**src/design/smc_pkg.sv**
```systemverilog
package smc_pkg;

    // =========================================================
    // power control register layout
    // =========================================================
    localparam int        PCR_W          = 8;
    localparam int        PCR_SE_BIT     = 5;
    localparam int        PCR_SM_MSB     = 4;
    localparam int        PCR_SM_LSB     = 3;
    localparam logic [7:0] PCR_RESET     = 8'h00;
    localparam logic [7:0] PCR_OWN_MASK  = 8'h38;

    // =========================================================
    // timing
    // =========================================================
    localparam int CLK_PERIOD_NS        = 40;
    localparam int WAKE_HALT_CYCLES     = 4;
    localparam int STANDBY_WAKE_CYCLES  = 6;
    localparam int RUNNING_OSC_CYCLES   = 0;
    localparam int OSC_STARTUP_DEFAULT  = 16;
    localparam int CNT_W                = 12;

    // =========================================================
    // sleep modes and controller states
    // =========================================================
    typedef enum logic [1:0]
    {
        SMC_IDLE    = 2'h0,
        SMC_NOISE   = 2'h1,
        SMC_PDOWN   = 2'h2,
        SMC_STANDBY = 2'h3
    } smc_mode_e;

    typedef enum logic [1:0]
    {
        SMC_ACTIVE    = 2'h0,
        SMC_SLEEP     = 2'h1,
        SMC_WAKE_OSC  = 2'h3,
        SMC_WAKE_HALT = 2'h2
    } smc_state_e;

    // clock enable vector: core, program memory, peripheral,
    // converter, oscillator
    localparam int CLK_CORE = 4;
    localparam int CLK_PMEM = 3;
    localparam int CLK_PERI = 2;
    localparam int CLK_CONV = 1;
    localparam int CLK_OSC  = 0;
    localparam logic [4:0] CLK_ALL_ON = 5'h1F;

endpackage

```
**src/design/smc_sleep_controller.sv**
```systemverilog
module smc_sleep_controller import smc_pkg::*;
#(
    parameter int OSC_STARTUP_CYCLES = OSC_STARTUP_DEFAULT
)
(
    // clock and reset
    input  wire logic         clk,
    input  wire logic         rst,
    // core side
    input  wire logic         pcr_write,
    input  wire logic [7:0]   pcr_wdata,
    input  wire logic         sleep_instr,
    input  wire logic         crystal_clock_sel,
    output logic      [7:0]   power_control_reg,
    output logic              irq_service_start,
    output logic              reset_vector_start,
    output logic              storage_hold,
    output logic              sleeping,
    output logic      [1:0]   active_mode,
    // clock domain enables
    output logic              core_clock_domain,
    output logic              program_memory_clock,
    output logic              peripheral_clock_domain,
    output logic              converter_clock_domain,
    output logic              oscillator_en,
    // converter
    input  wire logic         converter_enabled,
    output logic              converter_start,
    // interrupt wake sources
    input  wire logic         external_interrupt_zero_irq,
    input  wire logic         external_interrupt_zero_enabled,
    input  wire logic         external_interrupt_zero_level_mode,
    input  wire logic         external_interrupt_zero,
    input  wire logic         pin_change_irq,
    input  wire logic         self_program_op_irq,
    input  wire logic         converter_done_irq,
    input  wire logic         timer_irq,
    input  wire logic         comparator_irq,
    input  wire logic         comparator_power_off,
    input  wire logic         other_io_irq,
    input  wire logic         watchdog_irq,
    // reset wake sources
    input  wire logic         ext_reset_n,
    input  wire logic         watchdog_reset_req,
    input  wire logic         brownout_reset_req
);

    // =========================================================
    // pin synchronisers
    // =========================================================
    logic [1:0] pins_sync;

    smc_sync2 #(.W(2)) u_pin_sync
    (
        .clk      (clk),
        .rst      (rst),
        .async_in ({external_interrupt_zero, ext_reset_n}),
        .sync_out (pins_sync)
    );

    logic external_interrupt_zero_pin_s;
    logic ext_reset_s;

    assign external_interrupt_zero_pin_s  = pins_sync[1];
    assign ext_reset_s = ~pins_sync[0];

    // =========================================================
    // helper functions
    // =========================================================
    function automatic logic [4:0] mode_clocks(input smc_mode_e m);
        logic [4:0] en;
        en = CLK_ALL_ON;
        unique case (m)
            SMC_IDLE:
            begin
                en[CLK_CORE] = 1'b0;
                en[CLK_PMEM] = 1'b0;
            end
            SMC_NOISE:
            begin
                en[CLK_CORE] = 1'b0;
                en[CLK_PMEM] = 1'b0;
                en[CLK_PERI] = 1'b0;
            end
            SMC_PDOWN:
                en = '0;
            SMC_STANDBY:
                en = 5'(1 << CLK_OSC);
        endcase
        return en;
    endfunction

    function automatic logic [CNT_W-1:0] startup_of(input smc_mode_e m);
        logic [CNT_W-1:0] c;
        c = CNT_W'(RUNNING_OSC_CYCLES);
        unique case (m)
            SMC_IDLE,
            SMC_NOISE:   c = CNT_W'(RUNNING_OSC_CYCLES);
            SMC_PDOWN:   c = CNT_W'(OSC_STARTUP_CYCLES);
            SMC_STANDBY: c = CNT_W'(STANDBY_WAKE_CYCLES);
        endcase
        return c;
    endfunction

    // =========================================================
    // power control register
    // =========================================================
    logic [7:0] next_pcr;
    smc_mode_e  choice_mode;
    logic       sleep_enable;

    assign sleep_enable = power_control_reg[PCR_SE_BIT];

    always_comb
    begin
        next_pcr = power_control_reg;
        if (pcr_write)
            next_pcr = pcr_wdata & PCR_OWN_MASK;
    end

    always_ff @(posedge clk)
    begin
        if (rst)
            power_control_reg <= PCR_RESET;
        else
            power_control_reg <= next_pcr;
    end

    // 11 without crystal falls back to power-down
    always_comb
    begin
        choice_mode = smc_mode_e'(
            power_control_reg[PCR_SM_MSB:PCR_SM_LSB]);
        if (choice_mode == SMC_STANDBY && !crystal_clock_sel)
            choice_mode = SMC_PDOWN;
    end

    // =========================================================
    // wake qualification
    // =========================================================
    logic external_interrupt_zero_level_wake;
    logic irq_wake;
    logic reset_wake;
    smc_mode_e cur_mode;

    // level source must stay low until serviced
    assign external_interrupt_zero_level_wake = external_interrupt_zero_enabled && external_interrupt_zero_level_mode
                           && !external_interrupt_zero_pin_s;

    assign reset_wake = ext_reset_s || watchdog_reset_req
                      || brownout_reset_req;

    always_comb
    begin
        irq_wake = 1'b0;
        unique case (cur_mode)
            SMC_IDLE:
                irq_wake = external_interrupt_zero_irq || pin_change_irq
                         || self_program_op_irq
                         || converter_done_irq || timer_irq
                         || other_io_irq || watchdog_irq
                         || (comparator_irq
                             && !comparator_power_off);
            SMC_NOISE:
                irq_wake = converter_done_irq
                         || self_program_op_irq
                         || external_interrupt_zero_level_wake || pin_change_irq
                         || watchdog_irq;
            SMC_PDOWN,
            SMC_STANDBY:
                irq_wake = external_interrupt_zero_level_wake || pin_change_irq
                         || watchdog_irq;
        endcase
    end

    // =========================================================
    // sequencer
    // =========================================================
    smc_state_e       state;
    smc_state_e       next_state;
    smc_mode_e        next_cur_mode;
    logic [4:0]       clk_en;
    logic [4:0]       next_clk_en;
    logic             next_irq_service;
    logic             next_reset_vector;
    logic             next_conv_start;
    logic             tmr_load;
    logic [CNT_W-1:0] tmr_val;
    logic             tmr_expire;

    smc_wake_timer #(.W(CNT_W)) u_wake_timer
    (
        .clk      (clk),
        .rst      (rst),
        .load     (tmr_load),
        .load_val (tmr_val),
        .expire   (tmr_expire)
    );

    always_comb
    begin
        next_state        = state;
        next_cur_mode     = cur_mode;
        next_clk_en       = clk_en;
        next_irq_service  = 1'b0;
        next_reset_vector = 1'b0;
        next_conv_start   = 1'b0;
        tmr_load          = 1'b0;
        tmr_val           = '0;
        unique case (state)
            SMC_ACTIVE:
            begin
                if (sleep_instr && sleep_enable)
                begin
                    next_state    = SMC_SLEEP;
                    next_cur_mode = choice_mode;
                    next_clk_en   = mode_clocks(choice_mode);
                    next_conv_start = converter_enabled
                        && (choice_mode == SMC_IDLE
                            || choice_mode == SMC_NOISE);
                end
            end
            SMC_SLEEP:
            begin
                if (reset_wake)
                begin
                    next_state        = SMC_ACTIVE;
                    next_clk_en       = CLK_ALL_ON;
                    next_reset_vector = 1'b1;
                end
                else if (irq_wake)
                begin
                    next_state            = SMC_WAKE_OSC;
                    next_clk_en[CLK_OSC]  = 1'b1;
                    tmr_load              = 1'b1;
                    tmr_val               = startup_of(cur_mode);
                end
            end
            SMC_WAKE_OSC:
            begin
                if (reset_wake)
                begin
                    next_state        = SMC_ACTIVE;
                    next_clk_en       = CLK_ALL_ON;
                    next_reset_vector = 1'b1;
                end
                else if (tmr_expire)
                begin
                    next_state  = SMC_WAKE_HALT;
                    // restore halted domains, core and program memory still held
                    next_clk_en = CLK_ALL_ON
                        & ~5'(1 << CLK_CORE)
                        & ~5'(1 << CLK_PMEM);
                    tmr_load    = 1'b1;
                    tmr_val     = CNT_W'(WAKE_HALT_CYCLES);
                end
            end
            SMC_WAKE_HALT:
            begin
                if (reset_wake)
                begin
                    next_state        = SMC_ACTIVE;
                    next_clk_en       = CLK_ALL_ON;
                    next_reset_vector = 1'b1;
                end
                else if (tmr_expire)
                begin
                    next_state       = SMC_ACTIVE;
                    next_clk_en      = CLK_ALL_ON;
                    next_irq_service = 1'b1;
                end
            end
        endcase
    end

    always_ff @(posedge clk)
    begin
        if (rst)
        begin
            state              <= SMC_ACTIVE;
            cur_mode           <= SMC_IDLE;
            clk_en             <= CLK_ALL_ON;
            irq_service_start  <= 1'b0;
            reset_vector_start <= 1'b0;
            converter_start    <= 1'b0;
        end
        else
        begin
            state              <= next_state;
            cur_mode           <= next_cur_mode;
            clk_en             <= next_clk_en;
            irq_service_start  <= next_irq_service;
            reset_vector_start <= next_reset_vector;
            converter_start    <= next_conv_start;
        end
    end

    // =========================================================
    // registered status outputs
    // =========================================================
    logic next_sleeping;

    assign next_sleeping = (next_state != SMC_ACTIVE);

    always_ff @(posedge clk)
    begin
        if (rst)
        begin
            sleeping     <= 1'b0;
            storage_hold <= 1'b0;
            active_mode  <= 2'h0;
        end
        else
        begin
            sleeping     <= next_sleeping;
            // storage writes blocked across sleep and wake
            storage_hold <= next_sleeping;
            active_mode  <= 2'(next_cur_mode);
        end
    end

    assign core_clock_domain       = clk_en[CLK_CORE];
    assign program_memory_clock    = clk_en[CLK_PMEM];
    assign peripheral_clock_domain = clk_en[CLK_PERI];
    assign converter_clock_domain  = clk_en[CLK_CONV];
    assign oscillator_en           = clk_en[CLK_OSC];

endmodule

```
**src/design/smc_sync2.sv**
```systemverilog
module smc_sync2 import smc_pkg::*;
#(
    parameter int W = 1
)
(
    // clock and reset
    input  wire logic         clk,
    input  wire logic         rst,
    // asynchronous in, synchronous out
    input  wire logic [W-1:0] async_in,
    output logic      [W-1:0] sync_out
);

    // =========================================================
    // two-stage synchroniser
    // =========================================================
    logic [W-1:0] stage1;

    always_ff @(posedge clk)
    begin
        if (rst)
        begin
            stage1   <= '0;
            sync_out <= '0;
        end
        else
        begin
            stage1   <= async_in;
            sync_out <= stage1;
        end
    end

endmodule

```
**src/design/smc_wake_timer.sv**
```systemverilog
module smc_wake_timer import smc_pkg::*;
#(
    parameter int W = CNT_W
)
(
    // clock and reset
    input  wire logic         clk,
    input  wire logic         rst,
    // load and expiry
    input  wire logic         load,
    input  wire logic [W-1:0] load_val,
    output logic              expire
);

    // =========================================================
    // down counter, expires on its last counted cycle
    // =========================================================
    logic [W-1:0] cnt;
    logic [W-1:0] next_cnt;

    always_comb
    begin
        if (load)
            next_cnt = load_val;
        else if (cnt != '0)
            next_cnt = cnt - W'(1);
        else
            next_cnt = cnt;
    end

    always_ff @(posedge clk)
    begin
        if (rst)
            cnt <= '0;
        else
            cnt <= next_cnt;
    end

    assign expire = (cnt <= W'(1));

endmodule

```
**config.mk**
```make
export PLATFORM = sky130hd
export DESIGN_NAME = smc_sleep_controller
export DESIGN_NICKNAME = d
export VERILOG_FILES = /design/src/design/smc_pkg.sv /design/src/design/smc_sleep_controller.sv /design/src/design/smc_sync2.sv /design/src/design/smc_wake_timer.sv
export SDC_FILE = /design/constraint.sdc
export NUM_CORES = 1
export LEC_CHECK = 0
export ABC_AREA = 0
export BUFFER_PORTS_ARGS = -buffer_cell sky130_fd_sc_hd__buf_4
export CORE_MARGIN = 2
export CORE_UTILIZATION = 41
export CTS_BUF_LIST = sky130_fd_sc_hd__clkbuf_2
export DETAILED_ROUTE_END_ITERATION = 10
export HOLD_SLACK_MARGIN = 0.15
export PLACE_DENSITY = 0.63
export SLEW_MARGIN = 20
export SYNTH_ARGS = -nofsm -noshare
export SYNTH_HDL_FRONTEND = slang
export SYNTH_SLANG_ARGS = --single-unit
```
**constraint.sdc**
```tcl
create_clock -name clk -period 3.4 [get_ports clk]
set_input_delay 0.17 -clock clk [delete_from_list [all_inputs] [get_ports clk]]
set_output_delay 0.17 -clock clk [all_outputs]
set_load 0.05 [all_outputs]
```
# Word level (Yosys, flattened, before mapping)

Index checks and enable logic that the tools add are counted.

Register bits after elaboration: 32
Bits of input ports: 29
Output and inout bits: 20
Word-level logic and storage cells: 112

$add $sub $neg: 1
Magnitude comparators: 1
Eq/ne operators: 15
Muxes and demuxes: 36
Bitwise logic cells: 5
Reduce and logical (&&, ||, !) cells: 42

Operators with widths:

| kind                                                                               | count |
|---|---|
| 12-bit 2-to-1 mux                                                                  | 4 |
| 12-bit one-hot mux with 3 select lines                                             | 1 |
| 5-bit 2-to-1 mux                                                                   | 5 |
| 12-bit one-hot mux with 2 select lines                                             | 1 |
| 5-bit one-hot mux with 4 select lines                                              | 1 |
| 2-bit 2-to-1 mux                                                                   | 9 |
| 1-bit logical OR                                                                   | 16 |
| 2-bit == test (second input constant)                                              | 7 |
| 12-bit by 1-bit less-or-equal comparator with 1-bit output (second input constant) | 1 |
| 12-bit nonzero test                                                                | 1 |
| 12-bit by 1-bit subtractor with 12-bit output (second input constant)              | 1 |
| 3-bit inequality test (second input constant)                                      | 3 |
| 3-bit OR reduction                                                                 | 3 |
| 1-bit 2-to-1 mux                                                                   | 8 |
| 2-bit one-hot mux with 4 select lines                                              | 1 |
| 4-bit AND reduction                                                                | 2 |
| 2-bit OR reduction                                                                 | 4 |
| 2-bit by 1-bit == test with 1-bit output (second input constant)                   | 3 |
| 1-bit logical AND                                                                  | 6 |
| 2-bit zero test                                                                    | 3 |
| 3-bit 2-to-1 mux                                                                   | 2 |
| 1-bit NOT                                                                          | 5 |
| 4-bit 2-to-1 mux                                                                   | 1 |
| 2-bit inequality test (second input constant)                                      | 2 |
| other kinds (7)                                                                    | 10 |

# Longest topological paths before layout

Gate-level depths: netlist of the first run.

Word-level depth: 12
Depth in mapped cells: 9
Gate-level depth less buffers: 7

# By module

Synthesis of the first run repeated with hierarchy kept, for this count alone.

Cell total of the unflattened synthesis: 202
Area, all modules: 1780.5 µm²

By module, submodules not included:

| module               | instances | cells each | area each (µm²) | seq. area each (µm²) |
|---|---|---|---|---|
| smc_sleep_controller | 1         | 101        | 888.4           | 300.3 |
| smc_wake_timer       | 1         | 93         | 787.0           | 240.2 |
| smc_sync2            | 1         | 8          | 105.1           | 80.1 |

# Least setup slack after synthesis of the first run

OpenSTA, ideal clock, no wires.

Path type: register to register
From: register active_mode[1] (netlist name)
To: register state[0]
Setup time: 60 ps
Arrival: 1785 ps
Data required time: 3340 ps
Slack: 1555 ps
Stages on the path, launching flop included: 6
Buffers on the path: 0
Clock period less this slack: 1845 ps
Cell sequence: dfxtp_1 nor2_1 and3_1 o221a_2 o311ai_0 and2_1

RTL lines:

| element              | line                        | text |
|---|---|---|
| to (signal assigned) | smc_sleep_controller.sv:289 | `state <= next_state;` |
| to (decl)            | smc_sleep_controller.sv:179 | `smc_state_e state;` |

# Worst setup path after layout of the first run

From: register u_wake_timer.cnt[4]
To: register u_wake_timer.cnt[1]

Word-level cells in the longest chain between the ends: 5
Elaborated cells between the ends (all ways): 7
Those cells by class: 1 x order compare; 4 x mux; 2 x reduce/logical

Ends and longest elaborated chain:

| element                                                        | line                        | text |
|---|---|---|
| from (decl)                                                    | smc_wake_timer.sv:18        | `logic [W-1:0] cnt;` |
| from (signal assigned)                                         | smc_wake_timer.sv:36        | `cnt <= next_cnt;` |
| 12-bit by 1-bit less-or-equal comparator with 1-bit output     | smc_wake_timer.sv:39        | `assign expire = (cnt <= W'(1));` |
| 1-bit 2-to-1 mux                                               | smc_sleep_controller.sv:247 | `else if (tmr_expire)` |
| 1-bit 2-to-1 mux                                               | smc_sleep_controller.sv:241 | `if (reset_wake)` |
| 1-bit one-hot mux with 2 select lines                          | smc_sleep_controller.sv:210 | `unique case (state)` |
| 12-bit 2-to-1 mux / 2-bit nonzero test (equally long branches) | --                          |  |

Parallel ways exist; a longest one is shown, timed or not.
A chain may end at the register's enable or synchronous reset.

==> results of run 1 <==
power by group:
part / internal, mW / switching, mW / leakage (nW) / total (mW)
Combinational: 0.232 / 0.261 / 0.687 / 0.493
Sequential: 0.420 / 0.0571 / 0.254 / 0.477
Clock: 0.0561 / 0.129 / 0.0330 / 0.185
Total: 0.708 / 0.447 / 0.975 / 1.16
Yosys cell counts (all sizes together), types with 3 or more instances:
master / number
nor2: 33
dfxtp: 31
xor2: 10
buf: 9
ha: 8
inv: 8
nand2: 8
nor3: 8
a21oi: 7
mux2i: 6
nand3: 6
o21ai: 6
a211o: 5
nor2b: 5
and3: 4
clkbuf: 4
nand4: 3
layout make-up:
cell class              count  share of cell area, %
well taps                  50                   2.91
clock inverters             1                  0.233
inverters                   8                   1.40
clock buffers               7                   1.63
flip-flops and latches     31                   28.9
multi-input cells         140                   43.2
repair buffers             56                   21.7
worst paths after layout:
path	to	slack, ns	cells past startpoint	from
setup / recovery	u_wake_timer.cnt[1]	1.23	5	u_wake_timer.cnt[4]
hold / removal	state[1]	0.29	5	brownout_reset_req
setup reg to reg	u_wake_timer.cnt[1]	1.23	5	u_wake_timer.cnt[4]
hold reg to reg	u_pin_sync.sync_out[0]	0.46	1	u_pin_sync.stage1[0]
worst reg2reg max path: stages, from the launching register on:
cell and delay (ns):
dfxtp_1 0.40, nor4_4 0.36, nand4_1 0.51, and2_0 0.35
a211o_1 0.24, a221oi_2 0.26
per-stage QoR:
| step | util (%) | hold WS [ns] | cell area, um2 | instances | worst slack [ns] |
|---|---|---|---|---|---|
| floorplan | - | 0.298 | 1670 | 192 | 1.56 |
| global placement | 48.9 | 0.380 | 1930 | 267 | 1.28 |
| detailed placement | 48.9 | 0.397 | 1930 | 267 | 1.25 |
| CTS | 54.2 | 0.161 | 2140 | 292 | 1.24 |
| global route | 54.5 | 0.274 | 2150 | 293 | 1.07 |
| finish | 54.5 | 0.294 | 2150 | 293 | 1.23 |
per-layer routing:
layer / GRT usage [%] / vias to the layer above / routed length, um
met2: 31.9 / 36 / 1870
li1: - / 751 / -
met5: 0 / - / 0
met4: 7.40 / 0 / 43
met3: 7.17 / 6 / 204
met1: 20.8 / 671 / 1620
cells by family (layout without fill, tap and decap cells):
kind of cell               count (synthesis)  count (layout)
and+or+nand+nor                           81              81
DFF                                       31              31
adders and majority gates                  8               8
AOI/OAI and AO/OA                         29              29
muxes                                      6               6
other                                      1               5
xor gates and xnor gates                  11              11
buffers and inverters                     21              72
==> results.toml, run 1 <==
[place]
post-dp-hpwl_um = 2440
gp_congestion = 0.894
io_buffers = 38

[final_layout]
antenna_cells = 0
final_cell_mix = "38 x buf_4, 33 x nor2_1, 31 x dfxtp_1, 18 x dlygate4sd3_1, 10 x xor2_1"
largest_register_ffs = 12
final_common_cell = "buf_4"
post_route_cells_drive_above_1_share_pct = 22.2
area_growth_pct = 30.1
nets = 279
multi_input_area_um2 = 928
fillers = 364
register_area_um2 = 621

[floorplanning]
ios = 49
fp.dieW_um = 67.4
die_y_um = 67.4
die-area_um2 = 4550
rows = 23
start_util_pct = 41.9
core_area_um2 = 3940

[clocking]
cts_tree = "yes"
cts_max_path_buffers = 2
cts_sinks = 31
clkTransAtPathRegs_ns = 0.17
worst_skew_pair.late_latency_ns = 0.38
htreeDepth = 2
postCtsHoldBufs = 17
ctsResizeCount = 0
cts_buffers = 5
cts_setup_buffers = 0
cts-root-buf = "clkbuf_2"

[sta]
rsz0062_at_grt = "no"
clock.fmax_mhz = 462
worstMarginPinSlew_ns = 0.575
fin_tns_setup_ns = 0
layout_min_cycle_time_ns = 2.17
slew_headroom_pct = 61.2
hold_violations = 0
setup_viol = 0
fin_crit_sh_pct = 63.7
fin_skew_ns = 0.0176
final_max_slew_viol_count = 0

[setup_path]
endpoint_kind = "flop"
cpMaxStageDelayCell = "nand4_1"
crit_arrival_ns = 2.48
crit_type = "reg -> reg"
crit_path_max_fanout = 13
path_delay_family = "simple AND/OR/NAND/NOR gates"
max_stage_delay_ns = 0.51
critical_path_buf_inv_count = 0
path_cells = "nor4_4 > nand4_1 > and2_0 > a211o_1 > a221oi_2"
cp-start-kind = "flop"
required_ns = 3.71

[run]
cap_violations = 0

[global_routing]
grt_max_degree = 26
grt_pass1_wl_um = 6270
grt_overflow = 0
grt_pass1_vias = 1423
grtUsageTotal_pct = 18.7
antenna_found_initial = 0

[worst_hold_path]
hold_class = "in -> reg"

[synthesis]
synthMuxAreaShare_pct = 3.64
yosys.area_share.adder_pct = 6.07
yosysWarningCount = 0
synthCells = 188
synth_cell_types = 43
synth_top_family_by_area = "simple AND/OR/NAND/NOR gates"
avgSynthCellArea_um2 = 8.78
synth-compound-area-share_pct = 13.2
ys_seq_area_share_pct = 37.6
yosysTopAreaCell = "dfxtp_1"
netlist_top_cells_area = "dfxtp_1 38%, nor2_1 7.5%, ha_1 6.1%"
postSynth.asyncResetShare_pct = 0
syn_area_um2 = 1650
yosys.area_share.simple_pct = 26.4
synth_seq_cells = 31
synth-edff-count = 0
synth_xor_area_share_pct = 5.84
netlist.area_leader.share_pct = 37.6
synth_flop_cell = "dfxtp_1"

[detailed_routing]
routed_wl_um = 3730
ant_nets = 0
dr_total_vias = 1464
wl_per_cell_um = 12.7
drtPass1Iterations = 4
drt_iter0_markers = 87
routed_via_density = 5.00
drc = 0

[status]
status = "complete, no violations"

[power_and_ir_drop]
cellPowerDensity_nw_per_um2 = 538
ir_drop_uv = 260
p_leak_nw = 0.975
power_mw = 1.16
No activity file was read; power rests on OpenSTA's default activity.
==> inputs of run 2 (changes only) <==
--- a/config.mk
+++ b/config.mk
@@ -5,14 +5,14 @@
 export SDC_FILE = /design/constraint.sdc
 export NUM_CORES = 1
 export LEC_CHECK = 0
-export ABC_AREA = 0
+export ABC_AREA = 1
 export BUFFER_PORTS_ARGS = -buffer_cell sky130_fd_sc_hd__buf_4
 export CORE_MARGIN = 2
 export CORE_UTILIZATION = 41
 export CTS_BUF_LIST = sky130_fd_sc_hd__clkbuf_2
 export DETAILED_ROUTE_END_ITERATION = 10
 export HOLD_SLACK_MARGIN = 0.15
-export PLACE_DENSITY = 0.63
+export PLACE_DENSITY = 0.64
 export SLEW_MARGIN = 20
 export SYNTH_ARGS = -nofsm -noshare
 export SYNTH_HDL_FRONTEND = slang
==> constraint.sdc (replaced) <==
create_clock -name clk -period 1.8 [get_ports clk]
set_input_delay 0.09 -clock clk [delete_from_list [all_inputs] [get_ports clk]]
set_output_delay 0.09 -clock clk [all_outputs]
set_load 0.05 [all_outputs]
==> run 2 against run 1 <==
Area after synthesis grew 10%; cell count grew 22%; largest power group unchanged; critical endpoint is now power_control_reg[5]; clock power grew to 2.5 times the previous value.
==> results.toml, run 2 <==
[status]
status = "complete, no violations"

[synthesis]
synth-edff-count = 0
netlist_top_cells_area = "dfxtp_1 34%, nand2_1 8.3%, nor2_1 7.4%"
syn_area_um2 = 1820
ys_seq_area_share_pct = 34.1
netlist.area_leader.share_pct = 34.1
avgSynthCellArea_um2 = 7.36
yosysWarningCount = 0
synth.top_cells.by_count = "40 x nand2_1, 36 x nor2_1, 34 x inv_1"
postSynth.asyncResetShare_pct = 0
synth_most_common_cell = "nand2_1"
synth_seq_cells = 31
yosysTopAreaCell = "dfxtp_1"
synthCells = 247
synth_cell_types = 34
synth_flop_cell = "dfxtp_1"

[detailed_routing]
drtPass1Iterations = 4
ant_nets = 0
routed_via_density = 4.64
dr_total_vias = 1660
routed_wl_um = 3950
drt_iter0_markers = 39
drc = 0
wl_per_cell_um = 11.0

[worst_hold_path]
hold_class = "in -> reg"
worstHoldPathCells = 7
min_from = "sleep_instr"

[place]
dpl_cell_area_um2 = 2130
io_buffers = 38
gp_congestion = 0.794
post-dp-hpwl_um = 2940

[global_routing]
grt_max_degree = 12
antenna_found_initial = 0
grt_pass1_vias = 1671
grtUsageTotal_pct = 17.8
grt_pass1_wl_um = 7230
grt_overflow = 0

[final_layout]
area_growth_pct = 30.1
largest_register_ffs = 12
final_common_cell = "nand2_1"
final_cell_mix = "40 x nand2_1, 39 x buf_4, 36 x nor2_1, 33 x inv_1, 31 x dfxtp_1"
antenna_cells = 0
nets = 342
multi_input_area_um2 = 1000
final_area_um2 = 2360
post_route_cells_drive_above_1_share_pct = 25.8
register_area_um2 = 621
fillers = 430

[sta]
fin_skew_ns = 0.00500
hold_violations = 0
fin_crit_sh_pct = 97.5
rsz0062_at_grt = "no"
fin_tns_setup_ns = 0
fin_hold_ws_ns = 0.195
final_max_slew_viol_count = 0
layout_min_cycle_time_ns = 1.75
clock.fmax_mhz = 570
setup_viol = 0

[setup_path]
crit_arrival_ns = 2.08
cp_common_cell = "dlygate4sd3_1"
crit_type = "in -> reg"
path_cells = "dlygate4sd3_1 > buf_4 > inv_2 > nor2_1 > dlygate4sd3_1 > nor2_1 > dlygate4sd3_1"
endpoint_kind = "flop"
rr_startpoint = "u_wake_timer.cnt[0]"
cpMaxStageDelayCell = "dlygate4sd3_1"
cp-start-kind = "input port"
required_ns = 2.12
max_stage_delay_ns = 0.55
rr_worst_depth = 9
crit_start = "pcr_write"
crit_path_max_fanout = 5
worst-r2r-setup-slack_ns = 0.17

[clocking]
htreeDepth = 2
clkTransAtPathRegs_ns = 0.16
cts_max_path_buffers = 2
cts_tree = "yes"
worst_skew_pair.late_latency_ns = 0.37
cts_buffers = 5
cts_sinks = 31
cts_setup_buffers = 0
cts-root-buf = "clkbuf_2"

[run]
cap_violations = 0

[power_and_ir_drop]
power_mw = 3.14
cellPowerDensity_nw_per_um2 = 1330
ir_drop_uv = 486
p_leak_nw = 1.19

[floorplanning]
die_y_um = 70.6
rows = 24
die-area_um2 = 4980
core_area_um2 = 4320
ios = 49
start_util_pct = 42.0
fp.dieW_um = 70.6
==> run 2: cell types whose count changed after synthesis, sizes merged, moves of 4 or more <==
cell,change
a211o,-5
a21oi,+7
and3,-4
inv,+30
mux2i,-6
nand2,+39
nand3,+17
nor2,+11
nor2b,-5
o21ai,+5
xor2,-8
==> run 2: worst paths after layout <==
check,end
hold / removal,state[0]
hold reg to reg,u_pin_sync.sync_out[0]
setup reg to reg,clk_en[1]
setup / recovery,power_control_reg[5]
==> run 2: worst max-delay path, delay by kind of cell <==
family / cells / cell delay (ns)
buf+inv: 5 / 1.84
simple gates: 2 / 0.14
==> run 2: stage by stage <==
stage	instances	util, %	setup WS [ns]
2_1_floorplan	251	-	0.264
3_3_place_gp	333	49.3	0.217
3_5_place_dp	333	49.3	0.185
4_1_cts	358	54.7	0.0727
5_1_grt	358	54.7	0.00653
6_report	358	54.7	0.0458
==> run 2: power breakdown <==
part / total, mW / switching (mW) / internal [mW]
clock network: 0.471 / 0.243 / 0.229
registers: 1.00 / 0.164 / 0.841
logic: 1.66 / 1.04 / 0.623
==> run 2: kinds of logic after synthesis <==
kind of cell / count (synthesis) / synth area share, %
and+or+nand+nor: 128 / 38.6
adders and majority gates: 8 / 5.51
DFF: 31 / 34.1
xor gates and xnor gates: 2 / 0.964
other: 1 / 0.206
buffers and inverters: 48 / 11.4
AOI/OAI and AO/OA: 29 / 9.15
==> run 2: what timing repair did <==
item | in CTS | in global routing
endpoints found under the setup margin | 0 | 1
hold buffers | 17 | 0
endpoints found under the hold margin | 16 | 0
resized for setup | 0 | 1
==> run 2: layout make-up <==
cell class / count / share of cell area, %
multi-input cells: 172 / 42.5
well taps: 52 / 2.75
repair buffers: 56 / 19.6
flip-flops and latches: 31 / 26.2
clock buffers: 5 / 1.06
clock inverters: 3 / 1.64
inverters: 39 / 6.24
==> run 2: layer usage <==
layer / GRT usage, % / vias up / routed length (um) / part of all wire (%)
li1: - / 885 / - / -
met1: 20.9 / 738 / 1780 / 45
met2: 31.6 / 32 / 1940 / 49
met3: 4.99 / 5 / 183 / 4.6
met4: 5.66 / 0 / 51 / 1.3
met5: 0 / - / 0 / 0
==> inputs of run 3 (changes only) <==
--- a/config.mk
+++ b/config.mk
@@ -8,11 +8,11 @@
 export ABC_AREA = 1
 export BUFFER_PORTS_ARGS = -buffer_cell sky130_fd_sc_hd__buf_4
 export CORE_MARGIN = 2
-export CORE_UTILIZATION = 41
+export CORE_UTILIZATION = 49
 export CTS_BUF_LIST = sky130_fd_sc_hd__clkbuf_2
 export DETAILED_ROUTE_END_ITERATION = 10
 export HOLD_SLACK_MARGIN = 0.15
-export PLACE_DENSITY = 0.64
+export PLACE_DENSITY = 0.75
 export SLEW_MARGIN = 20
 export SYNTH_ARGS = -nofsm -noshare
 export SYNTH_HDL_FRONTEND = slang
==> run 3 against run 2 <==
Global-route usage up 4.1 points; hold slack gained 0.048 ns; flip-flop and latch count did not move; fmax fell by 1.2%.
==> results.toml, run 3 (synthesized netlist as in run 2, its figures left out) <==
[clocking]
cts_buffers = 5
cts_max_path_buffers = 2
cts-root-buf = "clkbuf_2"
clkTransAtPathRegs_ns = 0.15
worst_skew_pair.late_latency_ns = 0.37
htreeDepth = 2
cts_tree = "yes"
cts_sinks = 31

[detailed_routing]
drc = 0
dr_total_vias = 1687
routed_wl_um = 4030
ant_nets = 0
routed_via_density = 4.78
drtPass1Iterations = 4
wl_per_cell_um = 11.4
drt_iter0_markers = 65

[floorplanning]
die-area_um2 = 4210
fp.dieW_um = 64.9
core_area_um2 = 3610
rows = 22
die_y_um = 64.9
start_util_pct = 50.4
ios = 49

[final_layout]
nets = 341
final_cell_mix = "40 x nand2_1, 38 x buf_4, 35 x nor2_1, 32 x inv_1, 31 x dfxtp_1"
largest_register_ffs = 12
antenna_cells = 0
post_route_cells_drive_above_1_share_pct = 25.9
final_common_cell = "nand2_1"
fillers = 303
area_growth_pct = 28.4

[power_and_ir_drop]
pwr-share-comb_pct = 55.9
ir_drop_uv = 536
pwr-share-clk_pct = 10.8
cellPowerDensity_nw_per_um2 = 1290
p_leak_nw = 1.17
switchingPower_mw = 1.46
switching_share_pct = 48.3
p_int_mw = 1.56
seq_power_share_pct = 33.3

[global_routing]
grt_overflow = 0
grt_pass1_wl_um = 7150
grt_max_degree = 15
antenna_found_initial = 0
grt_pass1_vias = 1660
grtUsageTotal_pct = 21.9

[setup_path]
crit_type = "in -> reg"
crit_start = "pcr_write"
crit_arrival_ns = 2.05
r2r_end = "u_wake_timer.cnt[8]"
worst-r2r-setup-slack_ns = 0.16
required_ns = 2.07
endpoint_kind = "flop"
rr_worst_depth = 7
crit_path_max_fanout = 5
cp-start-kind = "input port"
rr_startpoint = "u_wake_timer.cnt[0]"
cp-endpoint = "power_control_reg[5]"

[sta]
fin_hold_ws_ns = 0.243
rsz0062_at_grt = "no"
fin_crit_sh_pct = 98.6
hold_violations = 0
fin_tns_setup_ns = 0
clock.fmax_mhz = 563
final_max_slew_viol_count = 0
fin_skew_ns = 0.0238
layout_min_cycle_time_ns = 1.77
setup_viol = 0

[run]
cap_violations = 0

[place]
gp_congestion = 0.784
io_buffers = 38
post-dp-hpwl_um = 2910

[worst_hold_path]
hold_class = "in -> reg"

[status]
status = "complete, no violations"
[run 3: cell types whose count changed in the layout (fill, tap and decap cells not counted), sizes merged]
cell      delta
clkinvlp     +1
clkbuf       +1
bufinv       -1
inv          -1
buf          -1
[run 3: repair_timing]
action	in CTS	in global routing
setup buffers	0	0
hold buffers	17	0
endpoints found under the setup margin	0	4
resized for setup	0	4
endpoints found under the hold margin	16	0
[run 3: worst max-delay path: stages]
cell and delay [ns]:
dlygate4sd3_1 0.53, buf_4 0.12, inv_4 0.04, nor2_1 0.10, dlygate4sd3_1 0.58, nor2_1 0.05, dlygate4sd3_1 0.54
[run 3: through the flow]
step	total power, mW	area [um2]	setup slack (ns)	std cells	utilization (%)
after floorplan	2.37	1830	0.264	251	-
after global placement	2.62	2120	0.212	328	58.7
after detailed placement	2.66	2120	0.178	328	58.7
after CTS	3.02	2330	0.0416	353	64.5
after global routing	3.29	2330	0.00889	353	64.7
final	3.02	2330	0.0253	353	64.7
[run 3: how the worst min path moves through the flow]
stage	cells after the start	endpoint	slack, ns	startpoint
after floorplan	2	u_pin_sync.stage1[0]	0.20	ext_reset_n
after global placement	3	u_pin_sync.stage1[0]	0.29	ext_reset_n
after detailed placement	3	u_pin_sync.stage1[0]	0.30	ext_reset_n
after CTS	7	state[0]	0.22	sleep_instr
after global routing	8	u_wake_timer.cnt[4]	0.28	pin_change_irq
final	7	state[0]	0.24	sleep_instr
[run 3: metal layers]
| metal | vias to the layer above | share of wire (%) | GRT usage (%) |
|---|---|---|---|
| met5 | - | 0 | 0 |
| met4 | 0 | 1.3 | 7.18 |
| met3 | 5 | 4.1 | 5.73 |
| met2 | 35 | 54 | 41.4 |
| met1 | 763 | 41 | 23.4 |
| li1 | 884 | - | - |
[run 3: area by class of cell]
cell class / instances / area (um2) / share of cell area (%)
flip-flops and latches: 31 / 621 / 26.6
clock inverters: 2 / 7.51 / 0.322
repair buffers: 55 / 455 / 19.5
clock buffers: 6 / 30.0 / 1.29
multi-input cells: 172 / 1010 / 43.1
well taps: 48 / 60.1 / 2.57
inverters: 39 / 154 / 6.59
[run 3: power by group through the flow]
stage | clock [mW] | sequential (mW) | combinational (mW)
floorplan | 0 | 1.08 | 1.29
global placement | 0 | 1.01 | 1.61
detailed placement | 0 | 1.02 | 1.64
CTS | 0.339 | 1.00 | 1.68
global route | 0.377 | 1.03 | 1.88
finish | 0.326 | 1.01 | 1.69
